**src/fbw_pkg.sv**
```systemverilog
// Constants, types and register map of the flash block write controller
package fbw_pkg;
  localparam int ADDR_W = 11;
  localparam logic [8:0] IDX_FLAGS2 = 9'h00d;
  localparam logic [8:0] IDX_ENABLE2 = 9'h08d;
  localparam logic [8:0] IDX_VAL_LO = 9'h10c;
  localparam logic [8:0] IDX_ADR_LO = 9'h10d;
  localparam logic [8:0] IDX_VAL_HI = 9'h10e;
  localparam logic [8:0] IDX_ADR_HI = 9'h10f;
  localparam logic [8:0] IDX_CTRL = 9'h18c;
  localparam logic [8:0] IDX_UNLOCK = 9'h18d;
  localparam logic [8:0] IDX_CONFIG = 9'h1f0;
  localparam int CB_TARGET = 7;
  localparam int CB_ERASE = 4;
  localparam int CB_FAULT = 3;
  localparam int CB_PERMIT = 2;
  localparam int CB_GO = 1;
  localparam int FB_DONE = 4;
  localparam int CFG_PROT = 0;
  localparam int CFG_CP_DATA = 2;
  localparam int CFG_CP_PROG = 3;
  localparam logic [7:0] FLAGS2_RST = 8'h00;
  localparam logic [7:0] ENABLE2_RST = 8'h00;
  localparam logic [7:0] CONFIG_RST = 8'h03;
  localparam logic [7:0] UNLOCK_A = 8'h55;
  localparam logic [7:0] UNLOCK_B = 8'haa;
  localparam logic [1:0] LAST_SLOT = 2'b11;
  localparam logic [13:0] BLANK_WORD = 14'h3fff;
  localparam logic [11:0] PROT_TOP_ALL = 12'hfff;
  localparam logic [11:0] PROT_TOP_HALF = 12'h7ff;
  localparam logic [11:0] PROT_TOP_LOW = 12'h0ff;
  localparam logic [1:0] RESP_OKAY = 2'b00;
  localparam logic [1:0] RESP_SLVERR = 2'b10;
  localparam int CLK_MHZ = 250;
  localparam int PROG_TIME_US = 2000;
  localparam int POR_TIME_MS = 72;
  localparam int PROG_CYC = PROG_TIME_US * CLK_MHZ;
  localparam int POR_CYC = POR_TIME_MS * 1000 * CLK_MHZ;
  typedef enum logic [2:0] {
    ST_IDLE = 3'b000,
    ST_EXEC = 3'b001,
    ST_SKIP = 3'b010,
    ST_PROG = 3'b011
  } fbw_state_e;
  typedef struct packed {
    logic [3:0][13:0] word;
  } fbw_words_s;
  typedef struct packed {
    logic active;
    logic [9:0] block;
    fbw_words_s data;
  } fbw_flash_s;
  typedef struct packed {
    logic req;
    logic wr;
    logic prog;
  } fbw_ext_s;
endpackage

```
**src/fbw_ctrl.sv**
```systemverilog
// Flash block write controller with AXI4-Lite register access
//
// Design decision made here: the AXI4-Lite register port.
`timescale 1ns/1ns
`default_nettype none
module fbw_ctrl
  import fbw_pkg::*;
#(
  parameter int PROG_CYCLES = PROG_CYC,
  parameter int POR_CYCLES = POR_CYC
) (
  input wire logic clk,
  input wire logic rst,
  input wire logic ce,
  input wire logic [ADDR_W-1:0] s_axi_awaddr,
  input wire logic s_axi_awvalid,
  output logic s_axi_awready,
  input wire logic [31:0] s_axi_wdata,
  input wire logic [3:0] s_axi_wstrb,
  input wire logic s_axi_wvalid,
  output logic s_axi_wready,
  output logic [1:0] s_axi_bresp,
  output logic s_axi_bvalid,
  input wire logic s_axi_bready,
  input wire logic [ADDR_W-1:0] s_axi_araddr,
  input wire logic s_axi_arvalid,
  output logic s_axi_arready,
  output logic [31:0] s_axi_rdata,
  output logic [1:0] s_axi_rresp,
  output logic s_axi_rvalid,
  input wire logic s_axi_rready,
  input wire logic instr_retire,
  output logic instr_squash,
  output logic cpu_halt,
  output var fbw_flash_s flash,
  input wire fbw_ext_s ext,
  output logic ext_grant,
  output logic ext_refuse
);
  fbw_state_e state;
  fbw_state_e next_state;
  fbw_words_s words;
  logic [8:0] aw_idx;
  logic [7:0] w_byte;
  logic w_lane;
  logic aw_have;
  logic w_have;
  logic do_write;
  logic [7:0] val_lo;
  logic [5:0] val_hi;
  logic [7:0] adr_lo;
  logic [3:0] adr_hi;
  logic target;
  logic erase;
  logic fault;
  logic permit;
  logic go_bit;
  logic short_pend;
  logic done_flag;
  logic done_en;
  logic [7:0] config_reg;
  logic [1:0] lock_st;
  logic por_done;
  logic [31:0] por_cnt;
  logic [31:0] prog_cnt;
  logic go_req;
  logic go_ok;
  logic writable;
  logic prog_end;
  logic [11:0] word_addr;
  logic [11:0] prot_top;
  logic mapped_rd;
  logic [7:0] rd_byte;

  assign word_addr = {adr_hi, adr_lo};
  assign do_write = aw_have && w_have && !s_axi_bvalid;
  assign prog_end = state == ST_PROG && prog_cnt == 32'(PROG_CYCLES - 1);

  // AXI write address and data, taken in either order
  always_ff @(posedge clk) begin
    if (rst) begin
      aw_have <= 1'b0;
      w_have <= 1'b0;
      s_axi_awready <= 1'b0;
      s_axi_wready <= 1'b0;
      s_axi_bvalid <= 1'b0;
      s_axi_bresp <= RESP_OKAY;
      aw_idx <= 9'h000;
      w_byte <= 8'h00;
      w_lane <= 1'b0;
    end else if (ce) begin
      if (s_axi_awvalid && s_axi_awready) begin
        aw_have <= 1'b1;
        s_axi_awready <= 1'b0;
        aw_idx <= s_axi_awaddr[ADDR_W-1:2];
      end else if (!aw_have && !s_axi_bvalid) begin
        s_axi_awready <= 1'b1;
      end
      if (s_axi_wvalid && s_axi_wready) begin
        w_have <= 1'b1;
        s_axi_wready <= 1'b0;
        w_byte <= s_axi_wdata[7:0];
        w_lane <= s_axi_wstrb[0];
      end else if (!w_have && !s_axi_bvalid) begin
        s_axi_wready <= 1'b1;
      end
      if (do_write) begin
        aw_have <= 1'b0;
        w_have <= 1'b0;
        s_axi_bvalid <= 1'b1;
        s_axi_bresp <= mapped(aw_idx) ? RESP_OKAY : RESP_SLVERR;
      end else if (s_axi_bvalid && s_axi_bready) begin
        s_axi_bvalid <= 1'b0;
      end
    end
  end

  function automatic logic mapped(input logic [8:0] idx);
    mapped = idx inside {IDX_FLAGS2, IDX_ENABLE2, IDX_VAL_LO, IDX_ADR_LO, IDX_VAL_HI,
                         IDX_ADR_HI, IDX_CTRL, IDX_UNLOCK, IDX_CONFIG};
  endfunction

  // Only the low byte lane carries register data
  function automatic logic hit(input logic [8:0] idx);
    hit = do_write && w_lane && aw_idx == idx;
  endfunction

  // Plain data registers
  always_ff @(posedge clk) begin
    if (rst) begin
      val_lo <= 8'h00;
      val_hi <= 6'h00;
      adr_lo <= 8'h00;
      adr_hi <= 4'h0;
      done_en <= 1'b0;
      config_reg <= CONFIG_RST;
    end else if (ce) begin
      if (hit(IDX_VAL_LO)) val_lo <= w_byte;
      if (hit(IDX_VAL_HI)) val_hi <= w_byte[5:0];
      if (hit(IDX_ADR_LO)) adr_lo <= w_byte;
      if (hit(IDX_ADR_HI)) adr_hi <= w_byte[3:0];
      if (hit(IDX_ENABLE2)) done_en <= w_byte[FB_DONE];
      if (hit(IDX_CONFIG)) config_reg <= w_byte;
    end
  end

  // Unlock tracker: any other write breaks the sequence
  always_ff @(posedge clk) begin
    if (rst) begin
      lock_st <= 2'd0;
    end else if (ce && do_write) begin
      if (hit(IDX_UNLOCK) && w_byte == UNLOCK_A) begin
        lock_st <= 2'd1;
      end else if (hit(IDX_UNLOCK) && w_byte == UNLOCK_B && lock_st == 2'd1) begin
        lock_st <= 2'd2;
      end else begin
        lock_st <= 2'd0;
      end
    end
  end

  // Power-up timer, guards against writes while supplies settle
  always_ff @(posedge clk) begin
    if (rst) begin
      por_cnt <= 32'h0000_0000;
      por_done <= 1'b0;
    end else if (ce && !por_done) begin
      por_cnt <= por_cnt + 32'h0000_0001;
      if (por_cnt == 32'(POR_CYCLES - 1)) por_done <= 1'b1;
    end
  end

  always_comb begin
    case (config_reg[CFG_PROT +: 2])
      2'b00: prot_top = PROT_TOP_ALL;
      2'b01: prot_top = PROT_TOP_HALF;
      2'b10: prot_top = PROT_TOP_LOW;
      default: prot_top = 12'h000;
    endcase
  end
  // Region starts at word zero; setting 11 leaves everything writable
  assign writable = config_reg[CFG_PROT +: 2] == 2'b11 || word_addr > prot_top;

  // Old permit is checked, so enabling and go in one write is refused
  assign go_req = hit(IDX_CTRL) && w_byte[CB_GO] && !go_bit && state == ST_IDLE;
  assign go_ok = go_req && permit && lock_st == 2'd2 && por_done
    && target && !erase;

  // Control register
  always_ff @(posedge clk) begin
    if (rst) begin
      target <= 1'b0;
      erase <= 1'b0;
      fault <= 1'b0;
      permit <= 1'b0;
      go_bit <= 1'b0;
      short_pend <= 1'b0;
    end else if (ce) begin
      short_pend <= 1'b0;
      if (hit(IDX_CTRL)) begin
        target <= w_byte[CB_TARGET];
        erase <= w_byte[CB_ERASE];
        permit <= w_byte[CB_PERMIT];
        if (!w_byte[CB_FAULT]) fault <= 1'b0;
      end
      if (go_ok && !writable) begin
        fault <= 1'b1;
      end else if (go_ok) begin
        go_bit <= 1'b1;
        short_pend <= adr_lo[1:0] != LAST_SLOT;
      end
      if (short_pend) go_bit <= 1'b0;
      if (prog_end) go_bit <= 1'b0;
    end
  end

  // Done flag: hardware set wins over a software clear
  always_ff @(posedge clk) begin
    if (rst) begin
      done_flag <= 1'b0;
    end else if (ce) begin
      if (prog_end) begin
        done_flag <= 1'b1;
      end else if (hit(IDX_FLAGS2)) begin
        done_flag <= w_byte[FB_DONE];
      end
    end
  end

  fbw_stage u_stage (
    .clk(clk),
    .rst(rst),
    .ce(ce),
    .load(go_ok && writable),
    .slot(adr_lo[1:0]),
    .din({val_hi, val_lo}),
    .blank(prog_end),
    .words(words)
  );

  // Long write sequencer
  always_comb begin
    next_state = state;
    case (state)
      ST_IDLE: if (go_ok && writable && adr_lo[1:0] == LAST_SLOT) next_state = ST_EXEC;
      ST_EXEC: if (instr_retire) next_state = ST_SKIP;
      ST_SKIP: if (instr_retire) next_state = ST_PROG;
      ST_PROG: if (prog_end) next_state = ST_IDLE;
      default: next_state = ST_IDLE;
    endcase
  end

  always_ff @(posedge clk) begin
    if (rst) begin
      state <= ST_IDLE;
      instr_squash <= 1'b0;
      cpu_halt <= 1'b0;
    end else if (ce) begin
      state <= next_state;
      instr_squash <= next_state == ST_SKIP;
      cpu_halt <= next_state == ST_PROG;
    end
  end

  always_ff @(posedge clk) begin
    if (rst) begin
      prog_cnt <= 32'h0000_0000;
    end else if (ce) begin
      prog_cnt <= state == ST_PROG ? prog_cnt + 32'h0000_0001 : 32'h0000_0000;
    end
  end

  // Flash array command, block index drops the two offset bits
  always_ff @(posedge clk) begin
    if (rst) begin
      flash <= '0;
    end else if (ce) begin
      flash.active <= next_state == ST_PROG;
      if (state == ST_SKIP && next_state == ST_PROG) begin
        flash.block <= word_addr[11:2];
        flash.data <= words;
      end
    end
  end

  // External programmer gate
  always_ff @(posedge clk) begin
    if (rst) begin
      ext_grant <= 1'b0;
      ext_refuse <= 1'b0;
    end else if (ce) begin
      ext_refuse <= ext.req && ((config_reg[CFG_CP_DATA] && (!ext.prog || ext.wr))
        || (config_reg[CFG_CP_PROG] && ext.prog));
      ext_grant <= ext.req && !((config_reg[CFG_CP_DATA] && (!ext.prog || ext.wr))
        || (config_reg[CFG_CP_PROG] && ext.prog));
    end
  end

  // Read channel
  always_comb begin
    mapped_rd = 1'b1;
    case (s_axi_araddr[ADDR_W-1:2])
      IDX_FLAGS2: rd_byte = FLAGS2_RST | (8'(done_flag) << FB_DONE);
      IDX_ENABLE2: rd_byte = ENABLE2_RST | (8'(done_en) << FB_DONE);
      IDX_VAL_LO: rd_byte = val_lo;
      IDX_VAL_HI: rd_byte = {2'b00, val_hi};
      IDX_ADR_LO: rd_byte = adr_lo;
      IDX_ADR_HI: rd_byte = {4'h0, adr_hi};
      IDX_CTRL: rd_byte = {target, 2'b00, erase, fault, permit, go_bit, 1'b0};
      IDX_CONFIG: rd_byte = config_reg;
      IDX_UNLOCK: rd_byte = 8'h00;
      default: begin
        rd_byte = 8'h00;
        mapped_rd = 1'b0;
      end
    endcase
  end

  always_ff @(posedge clk) begin
    if (rst) begin
      s_axi_arready <= 1'b0;
      s_axi_rvalid <= 1'b0;
      s_axi_rdata <= 32'h0000_0000;
      s_axi_rresp <= RESP_OKAY;
    end else if (ce) begin
      if (s_axi_arvalid && s_axi_arready) begin
        s_axi_arready <= 1'b0;
        s_axi_rvalid <= 1'b1;
        s_axi_rdata <= {24'h000000, rd_byte};
        s_axi_rresp <= mapped_rd ? RESP_OKAY : RESP_SLVERR;
      end else if (s_axi_rvalid && s_axi_rready) begin
        s_axi_rvalid <= 1'b0;
      end else if (!s_axi_rvalid) begin
        s_axi_arready <= 1'b1;
      end
    end
  end

  a_go_permit: assert property (@(posedge clk) disable iff (rst)
    $rose(go_bit) |-> $past(permit) && $past(ce))
    else $error("go set without permit");
  a_go_unlock: assert property (@(posedge clk) disable iff (rst)
    $rose(go_bit) |-> $past(lock_st) == 2'd2)
    else $error("go set without unlock");
  a_go_por: assert property (@(posedge clk) disable iff (rst)
    $rose(go_bit) |-> $past(por_done))
    else $error("go set during power-up");
  a_short_clear: assert property (@(posedge clk) disable iff (rst)
    $rose(go_bit) && $past(adr_lo[1:0]) != LAST_SLOT && ce |=> !go_bit)
    else $error("short write go not cleared");
  a_prot_block: assert property (@(posedge clk) disable iff (rst)
    $rose(go_bit) |-> writable)
    else $error("write into protected region");
  a_halt_entry: assert property (@(posedge clk) disable iff (rst)
    $rose(cpu_halt) |-> $past(state) == ST_SKIP && flash.active)
    else $error("halt without skipped instruction");
  a_squash_first: assert property (@(posedge clk) disable iff (rst)
    $rose(cpu_halt) |-> $past(instr_squash) && !instr_squash)
    else $error("halt without squashed instruction");
  a_halt_hold: assert property (@(posedge clk) disable iff (rst)
    $rose(cpu_halt) && PROG_CYCLES > 8 |-> cpu_halt[*8])
    else $error("halt too short");
  a_done_end: assert property (@(posedge clk) disable iff (rst)
    $fell(cpu_halt) |-> done_flag && !go_bit)
    else $error("done flag missing at write end");
  a_blank_end: assert property (@(posedge clk) disable iff (rst)
    $fell(cpu_halt) |-> words == {4{BLANK_WORD}})
    else $error("buffers not blanked");
  a_ext_cp: assert property (@(posedge clk) disable iff (rst)
    ce && ext.req && ext.prog && config_reg[CFG_CP_PROG] |=> ext_refuse && !ext_grant)
    else $error("external access not refused");
endmodule // fbw_ctrl
`default_nettype wire

```
**src/fbw_stage.sv**
```systemverilog
// Four-entry staging buffer for one program block
`timescale 1ns/1ns
`default_nettype none
module fbw_stage
  import fbw_pkg::*;
(
  input wire logic clk,
  input wire logic rst,
  input wire logic ce,
  input wire logic load,
  input wire logic [1:0] slot,
  input wire logic [13:0] din,
  input wire logic blank,
  output var fbw_words_s words
);
  // One element per process, so no variable has two writers
  logic [13:0] entry [4];
  genvar g;
  generate
    for (g = 0; g < 4; g++) begin : g_entry
      always_ff @(posedge clk) begin
        if (rst) begin
          entry[g] <= BLANK_WORD;
        end else if (ce) begin
          if (blank) begin
            entry[g] <= BLANK_WORD;
          end else if (load && slot == 2'(g)) begin
            entry[g] <= din;
          end
        end
      end
    end
  endgenerate
  always_comb begin
    for (int i = 0; i < 4; i++) begin
      words.word[i] = entry[i];
    end
  end
endmodule // fbw_stage
`default_nettype wire

```
**config.mk**
```make
export PLATFORM = sky130hd
export DESIGN_NAME = fbw_ctrl
export DESIGN_NICKNAME = d
export VERILOG_FILES = /design/src/fbw_pkg.sv /design/src/fbw_ctrl.sv /design/src/fbw_stage.sv
export SDC_FILE = /design/constraint.sdc
export NUM_CORES = 1
export LEC_CHECK = 0
export BUFFER_PORTS_ARGS = -buffer_cell sky130_fd_sc_hd__buf_2
export CORE_AREA = 3 3 204 206
export DETAILED_ROUTE_END_ITERATION = 12
export DIE_AREA = 0 0 207 209
export PLACE_DENSITY_LB_ADDON = 0.2
export SETUP_SLACK_MARGIN = 0.5
export SKIP_CTS_REPAIR_TIMING = 1
export SYNTH_ARGS = -nofsm -noshare
export SYNTH_HDL_FRONTEND = slang
export SYNTH_SLANG_ARGS = --single-unit
```
**constraint.sdc**
```tcl
create_clock -name clk -period 6 [get_ports clk]
set_input_delay 0.3 -clock clk [delete_from_list [all_inputs] [get_ports clk]]
set_output_delay 0.3 -clock clk [all_outputs]
set_load 0.01 [all_outputs]
```
# After elaboration in Yosys (flattened, before gate mapping)
# Memory sizes are Yosys's and may differ from the RTL's. A register that Yosys moved wholly into a read port is not among the register bits.
# Index checks and enable logic that the tools add are counted.
dict set report totals {
  mem_count 1
  register_bits 163
  word_cells 254
  output_inout_bits 112
  ram_bits 56
}
dict set report op_classes {
  n_reduce_logical 93
  n_eq_ne 40
  mux 73
  bitwise 8
  n_lt_le_gt_ge 1
  add_sub_neg 2
}
# memory depth width read_ports rd_clocked_by_memory_dff write_ports line_no
set memory_table {}
lappend memory_table {u_stage.entry 4 14 4 4 4 fbw_stage.sv:17} ;# logic [13:0] entry [4];
# cell n
set op_table {}
lappend op_table {{9-bit equality test (second input constant)} 14}
lappend op_table {{14-bit 2-to-1 mux} 8}
lappend op_table {{32-bit by 1-bit adder with 32-bit output (second input constant)} 2}
lappend op_table {{8-bit case mux with 8 select lines} 1}
lappend op_table {{1-bit 2-to-1 mux} 53}
lappend op_table {{1-bit logical AND} 44}
lappend op_table {{2-bit AND reduction} 20}
lappend op_table {{12-bit case mux with 3 select lines} 1}
lappend op_table {{32-bit by 19-bit equality test with 1-bit output (second input constant)} 1}
lappend op_table {{32-bit by 25-bit equality test with 1-bit output (second input constant)} 1}
lappend op_table {{32-bit 2-to-1 mux} 1}
lappend op_table {{9-bit by 4-bit equality test with 1-bit output (second input constant)} 2}
lappend op_table {{9-bit by 8-bit equality test with 1-bit output (second input constant)} 2}
lappend op_table {{2-bit nonzero test} 8}
lappend op_table {{3-bit by 2-bit equality test with 1-bit output (second input constant)} 4}
lappend op_table {{12-bit greater-than comparator} 1}
lappend op_table {{3-bit 2-to-1 mux} 4}
lappend op_table {{3-bit case mux with 4 select lines} 1}
lappend op_table {{2-bit equality test (second input constant)} 5}
lappend op_table {{1-bit zero test} 9}
lappend op_table {{3-bit AND reduction} 3}
lappend op_table {{9-bit nonzero test} 1}
lappend op_table {{9-bit OR reduction} 1}
lappend op_table {{8-bit by 7-bit equality test with 1-bit output (second input constant)} 1}
lappend op_table {{other kinds (12)} 29}

# Logic depth before layout (Yosys ltp)
# Gate-level depths: netlist of run 1.
dict set report depth {
  word_depth 20
  mapped_depth 9
  depth_no_buf 8
}

# Hierarchy
# From an unflattened synthesis of run 1, not the netlist that was laid out.
dict set report unflattened {
  cells_unflattened 1266
  hier_area_um2 11618.6
}
# mod cells_each seq_area_each_um2 n_inst area_per_inst_um2
set by_module_without_submodules {}
lappend by_module_without_submodules {fbw_ctrl 1132 4344.2 1 9461.6}
lappend by_module_without_submodules {fbw_stage 134 1681.6 1 2157.1}

# Least setup slack after synthesis of run 1
# No wires, ideal clock.
dict set report synth_timing {
  path_type {register to register}
  start {reg config_reg[0]}
  end {mem u_stage.entry[0][0] (enable)}
  slack_ns 2.847
  period_less_slack_ns 3.153
  n_path_buf 1
  t_arrival_ns 2.782
  stages_incl_launch_ff 9
  cell_sequence {dfxtp_1 > or2_2 > ha_1 > nand4_1 > or3_1 > a21o_1 > a2111oi_4 > buf_6 > nand2b_1}
}
# element line_no
set synth_rtl {}
lappend synth_rtl {{start: declaration} fbw_ctrl.sv:61} ;# logic [7:0] config_reg;
lappend synth_rtl {{start signal: assignment} fbw_ctrl.sv:143} ;# if (hit(IDX_CONFIG)) config_reg <= w_byte;
lappend synth_rtl {{end: declaration} fbw_stage.sv:17}

==> impl_metrics.py, run 1 <==
metrics = {
    "status": {
        "outcome": "completed",
    },
    "power_and_ir_drop": {
        "p_int_mw": 3.09,
        "seq_power_share": 0.484,
        "swShare": 0.222,
        "leakage_nw": 4.92,
        "power.switching_mw": 0.883,
        "clkPwrFrac": 0.486,
        "ir_drop_v": 0.000133,
        "power_density_nw_per_um2": 287,
        "pwr-share-comb": 0.030,
    },
    "setup_path": {
        "cp.arrival_ns": 3.99,
        "critical-path-max-stage-delay_ns": 0.85,
        "critical-path-top-delay-family": "simple AND/OR/NAND/NOR gates",
        "cp_slowest_cell": "a2111oi_4",
        "path_cells": "or2_2, ha_1, nand4_1, or3_1, a21o_1, a2111oi_4, nand2b_1",
        "startpoint_type": "register",
        "criticalPathCategory": "register to register",
        "crit_buf_inv": 0,
        "path_max_fanout": 15,
        "cp-end-kind": "register",
        "cp.required_ns": 6.13,
    },
    "yosys": {
        "synth.distinct_cells": 62,
        "ys_seq_area_frac": 0.507,
        "synth-simple-area-share": 0.258,
        "synth_mux_area_frac": 0.0381,
        "syn_inst": 1299,
        "syn_avg_cell_area_sq_um": 9.16,
        "synth_top_family_by_area": "simple AND/OR/NAND/NOR gates",
        "syn-cell-area_sq_um": 11900,
        "synth_fa_ha_area_frac": 0.0147,
        "ys_seq_elements": 273,
        "synthFlopType": "dfxtp_1",
        "yosys_warnings": 0,
        "synth_compound_area_frac": 0.0982,
        "synthArstFlopShare": 0,
        "synthXorXnorAreaFrac": 0.0376,
        "synth-edff-count": 56,
    },
    "route": {
        "drt-pass1-iter-count": 5,
        "dr_total_vias": 9277,
        "drtIter0Drc": 581,
        "drc_errors": 0,
        "post_drt_wl_per_cell_um": 16.8,
        "ant_nets": 0,
        "vias_per_cell": 4.78,
        "finalWirelength_um": 32600,
    },
    "clock_network": {
        "worstSkewPairLatency_ns": 0.51,
        "cts_sinks": 273,
        "htree_levels": 2,
        "cts_buffers": 34,
        "cts.path.max_buffers": 3,
        "clock-root-buffer": "clkbuf_16",
        "path_clk_slew_ns": 0.06,
        "cts_tree": "done",
    },
    "grt": {
        "grt_pass1_vias": 8703,
        "grt_max_degree": 98,
        "grt_overflow": 0,
        "track_usage": 0.146,
        "grt_pass1_wl_um": 50700,
        "antenna_found_initial": 2,
    },
    "sta": {
        "maxSlewHeadroom": 0.292,
        "min_period_ns": 3.86,
        "layout_setup_ws_ns": 2.14,
        "rsz0062_at_grt": "false",
        "clock_skew_ns": 0.0175,
        "setup_viol": 0,
        "fmax_ghz": 0.259,
        "fin_crit_sh": 0.643,
        "whs_ns": 0.0432,
        "worst_pin_slew_ns": 1.06,
        "tns_ns": 0,
        "hold_violations": 0,
        "drv_slew": 0,
    },
    "cells_and_area": {
        "reg_top3": "flash x67, u_stage.entry x56",
        "nets": 1476,
        "largest_register": "flash",
        "drive_gt1_frac": 0.144,
        "final_common_cell": "nand2_1",
        "largest_register_ffs": 67,
        "final_cell_mix": "nand2_1 (247), dfxtp_1 (217), buf_2 (123)",
        "area_growth_pct": 16.5,
    },
    "floorplanning": {
        "coreArea_sq_um": 39800,
        "num_rows": 73,
        "ioPinCount": 182,
        "die_area_sq_um": 43300,
        "die_w_um": 207,
        "initial_core_util": 0.299,
        "fp.dieH_um": 209,
    },
    "placement": {
        "dpl.hpwl_um": 22500,
        "place_ws_ns": 2.14,
        "place_congestion": 0.789,
        "port_buffers": 124,
    },
    "hold_path": {
        "min_path_type": "input port to register",
    },
    "job": {
        "maxCapViolations": 0,
    },
}
==> cell usage after synthesis (15+ instances only) <==
cell type,n,area [sq um]
nand3_1,29,145
mux2i_1,34,340
nand2b_1,71,444
inv_1,15,56.3
o21ai_0,22,110
xnor2_1,25,219
buf_4,29,218
clkbuf_1,53,199
dfxtp_1,217,4340
nand4_1,29,181
nor2_1,117,439
nor3_1,20,100
a21oi_1,115,576
nand2_1,247,927
edfxtp_1,56,1680
nor4_1,19,119
xor2_1,26,228
==> cell type report <==
type	instances	area, sq um
Multi-Input combinational cell	940	5410
Inverter	15	56.3
Fill cell	4149	26000
Antenna cell	1	2.50
Timing Repair Buffer	128	657
Clock buffer	46	947
Clock inverter	13	109
Sequential cell	273	6030
Tap cell	525	657
==> logic make-up after synthesis <==
kind of cell	after synthesis
xor gates and xnor gates	51
adders and majority gates	14
AOI/OAI and AO/OA	186
buffers and inverters	111
DFF	273
muxes	40
other	1
and+or+nand+nor	623
==> through the flow <==
step           power [mW]  utilization  cells  area [sq um]
3_3_place_gp         2.08        0.321   1881         12800
2_1_floorplan        2.04            -   1324         12000
3_5_place_dp         2.08        0.321   1881         12800
6_report             3.97        0.348   1941         13900
5_1_grt              4.14        0.348   1940         13900
4_1_cts              4.04        0.348   1940         13900
==> final timing paths <==
check                               startpoint              endpoint  slack, ns  depth (start not counted)
worst max-delay path             config_reg[1]  u_stage.entry[0][11]       2.14                          7
worst min-delay path            s_axi_wdata[7]             w_byte[7]       0.04                          3
worst max register to register   config_reg[1]  u_stage.entry[0][11]       2.14                          7
worst min register to register       flash[51]             flash[51]       0.45                          2
==> worst reg2reg max path, stage by stage (launching register included) <==
cell,delay (ns)
dfxtp_1,0.40
or2_2,0.31
ha_1,0.32
nand4_1,0.13
or3_1,0.47
a21o_1,0.35
a2111oi_4,0.85
nand2b_1,0.66
==> power by group through the flow <==
stage,Sequential [mW],Combinational (mW),Clock [mW]
after floorplan,1.96,0.0883,0
after CTS,1.92,0.122,2.00
final,1.92,0.119,1.93
after global placement,1.96,0.120,0
after detailed placement,1.96,0.121,0
after global routing,1.93,0.134,2.08
==> metal layers <==
metal  global-route usage  wire [um]  share of wire  up-vias
met3               0.0321       1760          0.054       49
met1                0.199      15100           0.46     4383
li1                     -          -              -     4652
met2                0.233      14900           0.46      191
met5                    0          7        0.00021        -
met4               0.0410        737          0.023        2
(Power assumes the default switching activity.)
==> run 2, diff against run 1 <==
==> constraint.sdc (replaced) <==
create_clock -name clk -period 3.45 [get_ports clk]
set_input_delay 0.1725 -clock clk [delete_from_list [all_inputs] [get_ports clk]]
set_output_delay 0.1725 -clock clk [all_outputs]
set_load 0.01 [all_outputs]
==> run 2 against run 1 <==
The flow now finishes with violations (negative hold slack). Global-route usage is 0.22 points lower. Total power increased by 69%. Clock power up 63%. Highest routed layer unchanged.
==> impl_metrics.py, run 2 (synthesized netlist as in run 1, its figures left out) <==
metrics = {
    "status": {
        "outcome": "finished with violations",
        "violations": "negative hold slack",
    },
    "cells_and_area": {
        "drive_gt1_frac": 0.154,
        "largest_register": "flash",
        "nets": 1515,
        "reg_top3": "flash x67, u_stage.entry x56",
        "final_cell_mix": "nand2_1 (247), dfxtp_1 (216), buf_2 (123)",
        "diodes": 0,
        "largest_register_ffs": 67,
        "multiInputGateArea_sq_um": 5470,
        "final_area_sq_um": 14200,
        "final_core_util": 0.357,
        "final_common_cell": "nand2_1",
        "area_growth_pct": 19.6,
        "n_fill_cell": 4164,
        "ff_latch_area_sq_um": 6030,
    },
    "floorplanning": {
        "initial_core_util": 0.299,
        "ioPinCount": 182,
        "die_w_um": 207,
        "num_rows": 73,
        "fp.dieH_um": 209,
        "die_area_sq_um": 43300,
        "coreArea_sq_um": 39800,
    },
    "clock_network": {
        "cts_tree": "done",
        "worstSkewPairLatency_ns": 0.57,
        "cts_buffers": 31,
        "htree_levels": 1,
        "cts.path.max_buffers": 3,
        "cts_sinks": 273,
        "path_clk_slew_ns": 0.06,
        "clock-root-buffer": "clkbuf_16",
    },
    "route": {
        "post_drt_wl_per_cell_um": 16.5,
        "drt-pass1-iter-count": 5,
        "dr_total_vias": 9340,
        "vias_per_cell": 4.72,
        "drtIter0Drc": 595,
        "ant_nets": 0,
        "finalWirelength_um": 32800,
        "drc_errors": 0,
    },
    "grt": {
        "grt_overflow": 0,
        "grt_max_degree": 70,
        "grt_pass1_wl_um": 50400,
        "track_usage": 0.143,
        "antenna_found_initial": 3,
        "grt_pass1_vias": 8766,
    },
    "placement": {
        "port_buffers": 124,
        "placed_area_sq_um": 12900,
        "place_congestion": 0.806,
        "dpl.hpwl_um": 22400,
    },
    "sta": {
        "clock_skew_ns": 0.0174,
        "fin_crit_sh": 0.828,
        "min_period_ns": 2.86,
        "maxSlewHeadroom": 0.0324,
        "tns_ns": 0,
        "drv_slew": 0,
        "setup_viol": 0,
        "hold_violations": 2,
        "fmax_ghz": 0.350,
        "whs_ns": -0.0445,
        "rsz0062_at_grt": "false",
        "worst_pin_slew_ns": 1.45,
    },
    "setup_path": {
        "rr_worst_depth": 7,
        "path_max_fanout": 8,
        "startpoint_type": "register",
        "cp-end-kind": "register",
        "r2r-start": "config_reg[0]",
        "cp.arrival_ns": 3.12,
        "criticalPathCategory": "register to register",
        "reg2reg_to": "u_stage.entry[3][11]",
        "cp.required_ns": 3.72,
        "rrSetupSlack_ns": 0.59,
    },
    "hold_path": {
        "min_path_type": "input port to register",
        "worstHoldStart": "s_axi_awvalid",
        "min_to": "s_axi_awready",
        "worstHoldPathCells": 4,
    },
    "power_and_ir_drop": {
        "power_density_nw_per_um2": 473,
        "ir_drop_v": 0.000418,
        "leakage_nw": 5.06,
    },
    "job": {
        "maxCapViolations": 0,
    },
}
==> run 2: cell types whose count changed in the layout (fill, tap and decap cells not counted), moves of 2 or more <==
| cell | change |
|---|---|
| clkbuf_16 | -4 |
| buf_6 | +2 |
| buf_4 | +12 |
| nand2b_2 | +2 |
| nand2b_1 | -4 |
| dlygate4sd3_1 | +25 |
| nand2b_4 | +4 |
| inv_6 | -2 |
==> run 2: routing by layer <==
metal | track usage | wire length [um] | vias to the layer above
met4 | 0.0375 | 791 | 6
met1 | 0.187 | 14700 | 4403
met5 | 0 | 40 | -
met3 | 0.0285 | 1420 | 46
li1 | - | - | 4721
met2 | 0.244 | 15800 | 164
==> run 2: how the worst max path moves through the flow <==
stage / from / endpoint / slack, ns / cells past startpoint
global route: config_reg[0] / u_stage.entry[3][11] / 0.49 / 7
global placement: config_reg[1] / u_stage.entry[1][9] / 0.49 / 7
CTS: config_reg[1] / u_stage.entry[1][6] / 0.40 / 7
detailed placement: config_reg[1] / u_stage.entry[1][9] / 0.42 / 7
finish: config_reg[0] / u_stage.entry[3][11] / 0.59 / 7
floorplan: config_reg[0] / u_stage.entry[0][0] / 0.51 / 8
==> run 2: where the power goes <==
group          total (mW)  switching, mW  leakage, nW  internal, mW
Clock                3.15           1.33        0.478          1.82
Sequential           3.34         0.0363         2.31          3.31
Combinational       0.232          0.151         2.27        0.0806
Total                6.72           1.52         5.06          5.20
==> run 2: layout make-up <==
class | instances | area share
flip-flops and latches | 273 | 0.424
multi-input cells | 942 | 0.385
repair buffers | 168 | 0.0731
clock buffers | 44 | 0.0608
well taps | 525 | 0.0462
clock inverters | 13 | 0.00730
inverters | 15 | 0.00396
==> run 2: stage by stage <==
| stage | cells | total power [mW] | worst slack, ns | hold slack, ns |
|---|---|---|---|---|
| 2_1_floorplan | 1324 | 3.56 | 0.515 | 0.308 |
| 3_3_place_gp | 1891 | 3.62 | 0.487 | 0.434 |
| 3_5_place_dp | 1891 | 3.63 | 0.417 | 0.438 |
| 4_1_cts | 1948 | 6.81 | 0.402 | -0.176 |
| 5_1_grt | 1980 | 6.98 | 0.492 | 0.00491 |
| 6_report | 1980 | 6.72 | 0.593 | -0.0445 |
==> run 2: worst max-delay path, cell delays in order (launching register included) <==
cell       delay [ns]
dfxtp_1          0.35
or2_2            0.30
ha_1             0.32
nand4_1          0.13
or3_4            0.45
a21o_4           0.26
a2111oi_4        0.42
nand2b_2         0.30
==> run 3, diff against run 2 <==
==> constraint.sdc (replaced) <==
create_clock -name clk -period 2.8 [get_ports clk]
set_input_delay 0.14 -clock clk [delete_from_list [all_inputs] [get_ports clk]]
set_output_delay 0.14 -clock clk [all_outputs]
set_load 0.01 [all_outputs]
==> run 3 against run 2 <==
The flow now finishes without violations. Fmax is 7.3% higher. Clock power is 23% higher. Critical path depth stayed put. Count of clock-buffer cells in the layout is 2 higher. Highest routed layer unchanged.
==> impl_metrics.py, run 3 (synthesized netlist as in run 1, its figures left out) <==
metrics = {
    "status": {
        "outcome": "completed",
    },
    "route": {
        "finalWirelength_um": 33200,
        "drtIter0Drc": 538,
        "drt-pass1-iter-count": 4,
        "vias_per_cell": 4.75,
        "drc_errors": 0,
        "post_drt_wl_per_cell_um": 16.6,
        "dr_total_vias": 9511,
        "ant_nets": 0,
    },
    "sta": {
        "fmax_ghz": 0.376,
        "maxSlewHeadroom": 0.357,
        "fin_crit_sh": 0.951,
        "rsz0062_at_grt": "true",
        "clock_skew_ns": 0.0251,
        "worst_pin_slew_ns": 0.964,
        "whs_ns": 0.0571,
        "setup_viol": 0,
        "tns_ns": 0,
        "min_period_ns": 2.66,
        "hold_violations": 0,
        "drv_slew": 0,
    },
    "cells_and_area": {
        "largest_register": "flash",
        "reg_top3": "flash x67, u_stage.entry x56",
        "largest_register_ffs": 67,
        "final_common_cell": "nand2_1",
        "fin_cells": 2004,
        "nets": 1539,
        "final_cell_mix": "nand2_1 (246), dfxtp_1 (215), buf_2 (124)",
        "diodes": 0,
        "drive_gt1_frac": 0.173,
        "area_growth_pct": 22.0,
    },
    "setup_path": {
        "cp-end-kind": "register",
        "cp.required_ns": 3.06,
        "criticalPathCategory": "register to register",
        "path_max_fanout": 14,
        "startpoint_type": "register",
        "cp.arrival_ns": 2.92,
    },
    "floorplanning": {
        "die_w_um": 207,
        "ioPinCount": 182,
        "initial_core_util": 0.299,
        "coreArea_sq_um": 39800,
        "die_area_sq_um": 43300,
        "num_rows": 73,
        "fp.dieH_um": 209,
    },
    "clock_network": {
        "worstSkewPairLatency_ns": 0.57,
        "cts_tree": "done",
        "clock-root-buffer": "clkbuf_16",
        "cts.path.max_buffers": 3,
        "htree_levels": 1,
        "path_clk_slew_ns": 0.06,
        "cts_sinks": 273,
        "cts_buffers": 30,
    },
    "grt": {
        "grt_pass1_vias": 8953,
        "grt_pass1_wl_um": 51800,
        "antenna_found_initial": 1,
        "grt_overflow": 0,
        "grt_max_degree": 90,
        "track_usage": 0.147,
    },
    "placement": {
        "dp.cells": 1909,
        "port_buffers": 124,
        "dpl.hpwl_um": 23000,
        "place_congestion": 0.812,
    },
    "power_and_ir_drop": {
        "ir_drop_v": 0.000363,
        "power_density_nw_per_um2": 572,
        "leakage_nw": 5.20,
    },
    "job": {
        "maxCapViolations": 0,
    },
    "hold_path": {
        "min_path_type": "input port to register",
    },
}
## run 3: changes by cell type in the layout (fill, tap and decap cells not counted), moves of 2 or more
cell / delta
clkbuf_8: +3
nand2b_2: -2
buf_4: +16
nand2b_4: +2
buf_6: +4
nor2_1: -2
nor2_2: +2
dlygate4sd3_1: +4
clkinv_2: -2
## run 3: area by class of cell
class,instances,area [sq um]
flip-flops and latches,273,6030
repair buffers,193,1250
clock buffers,46,881
inverters,15,56.3
clock inverters,10,100
fillers,4114,25300
multi-input cells,942,5530
well taps,525,657
## run 3: final timing paths
kind / startpoint / slack (ns) / cells past startpoint / to
worst max-delay path: config_reg[1] / 0.14 / 7 / u_stage.entry[0][10]
worst min-delay path: ext[0] / 0.06 / 4 / ext_refuse
worst max register to register: config_reg[1] / 0.14 / 7 / u_stage.entry[0][10]
worst min register to register: flash[14] / 0.45 / 2 / flash[14]
## run 3: critical path, cell delays in order (launching register included)
cell	delay (ns)
dfxtp_2	0.35
or2_4	0.26
ha_4	0.27
nand4_1	0.15
or3_4	0.39
a21o_4	0.25
a2111oi_4	0.40
nand2b_4	0.32
## run 3: routing by layer
| metal | GRT usage | vias to the layer above | routed length (um) |
|---|---|---|---|
| li1 | - | 4758 | - |
| met1 | 0.191 | 4542 | 14800 |
| met2 | 0.250 | 159 | 16200 |
| met3 | 0.0281 | 50 | 1330 |
| met4 | 0.0382 | 2 | 830 |
| met5 | 0 | - | 9 |
## run 3: metrics by stage
step | setup WS (ns) | util | cell area (sq um) | power [mW]
detailed placement | 0.0935 | 0.329 | 13100 | 4.48
floorplan | 0.0814 | - | 12100 | 4.38
global placement | 0.104 | 0.329 | 13100 | 4.47
finish | 0.138 | 0.364 | 14500 | 8.29
global route | 0.0603 | 0.364 | 14500 | 8.65
CTS | 0.0744 | 0.353 | 14100 | 8.41
## run 3: power breakdown
group / switching, mW / total (mW) / internal (mW)
clock: 1.61 / 3.87 / 2.26
combinational: 0.192 / 0.301 / 0.109
sequential: 0.0431 / 4.12 / 4.07
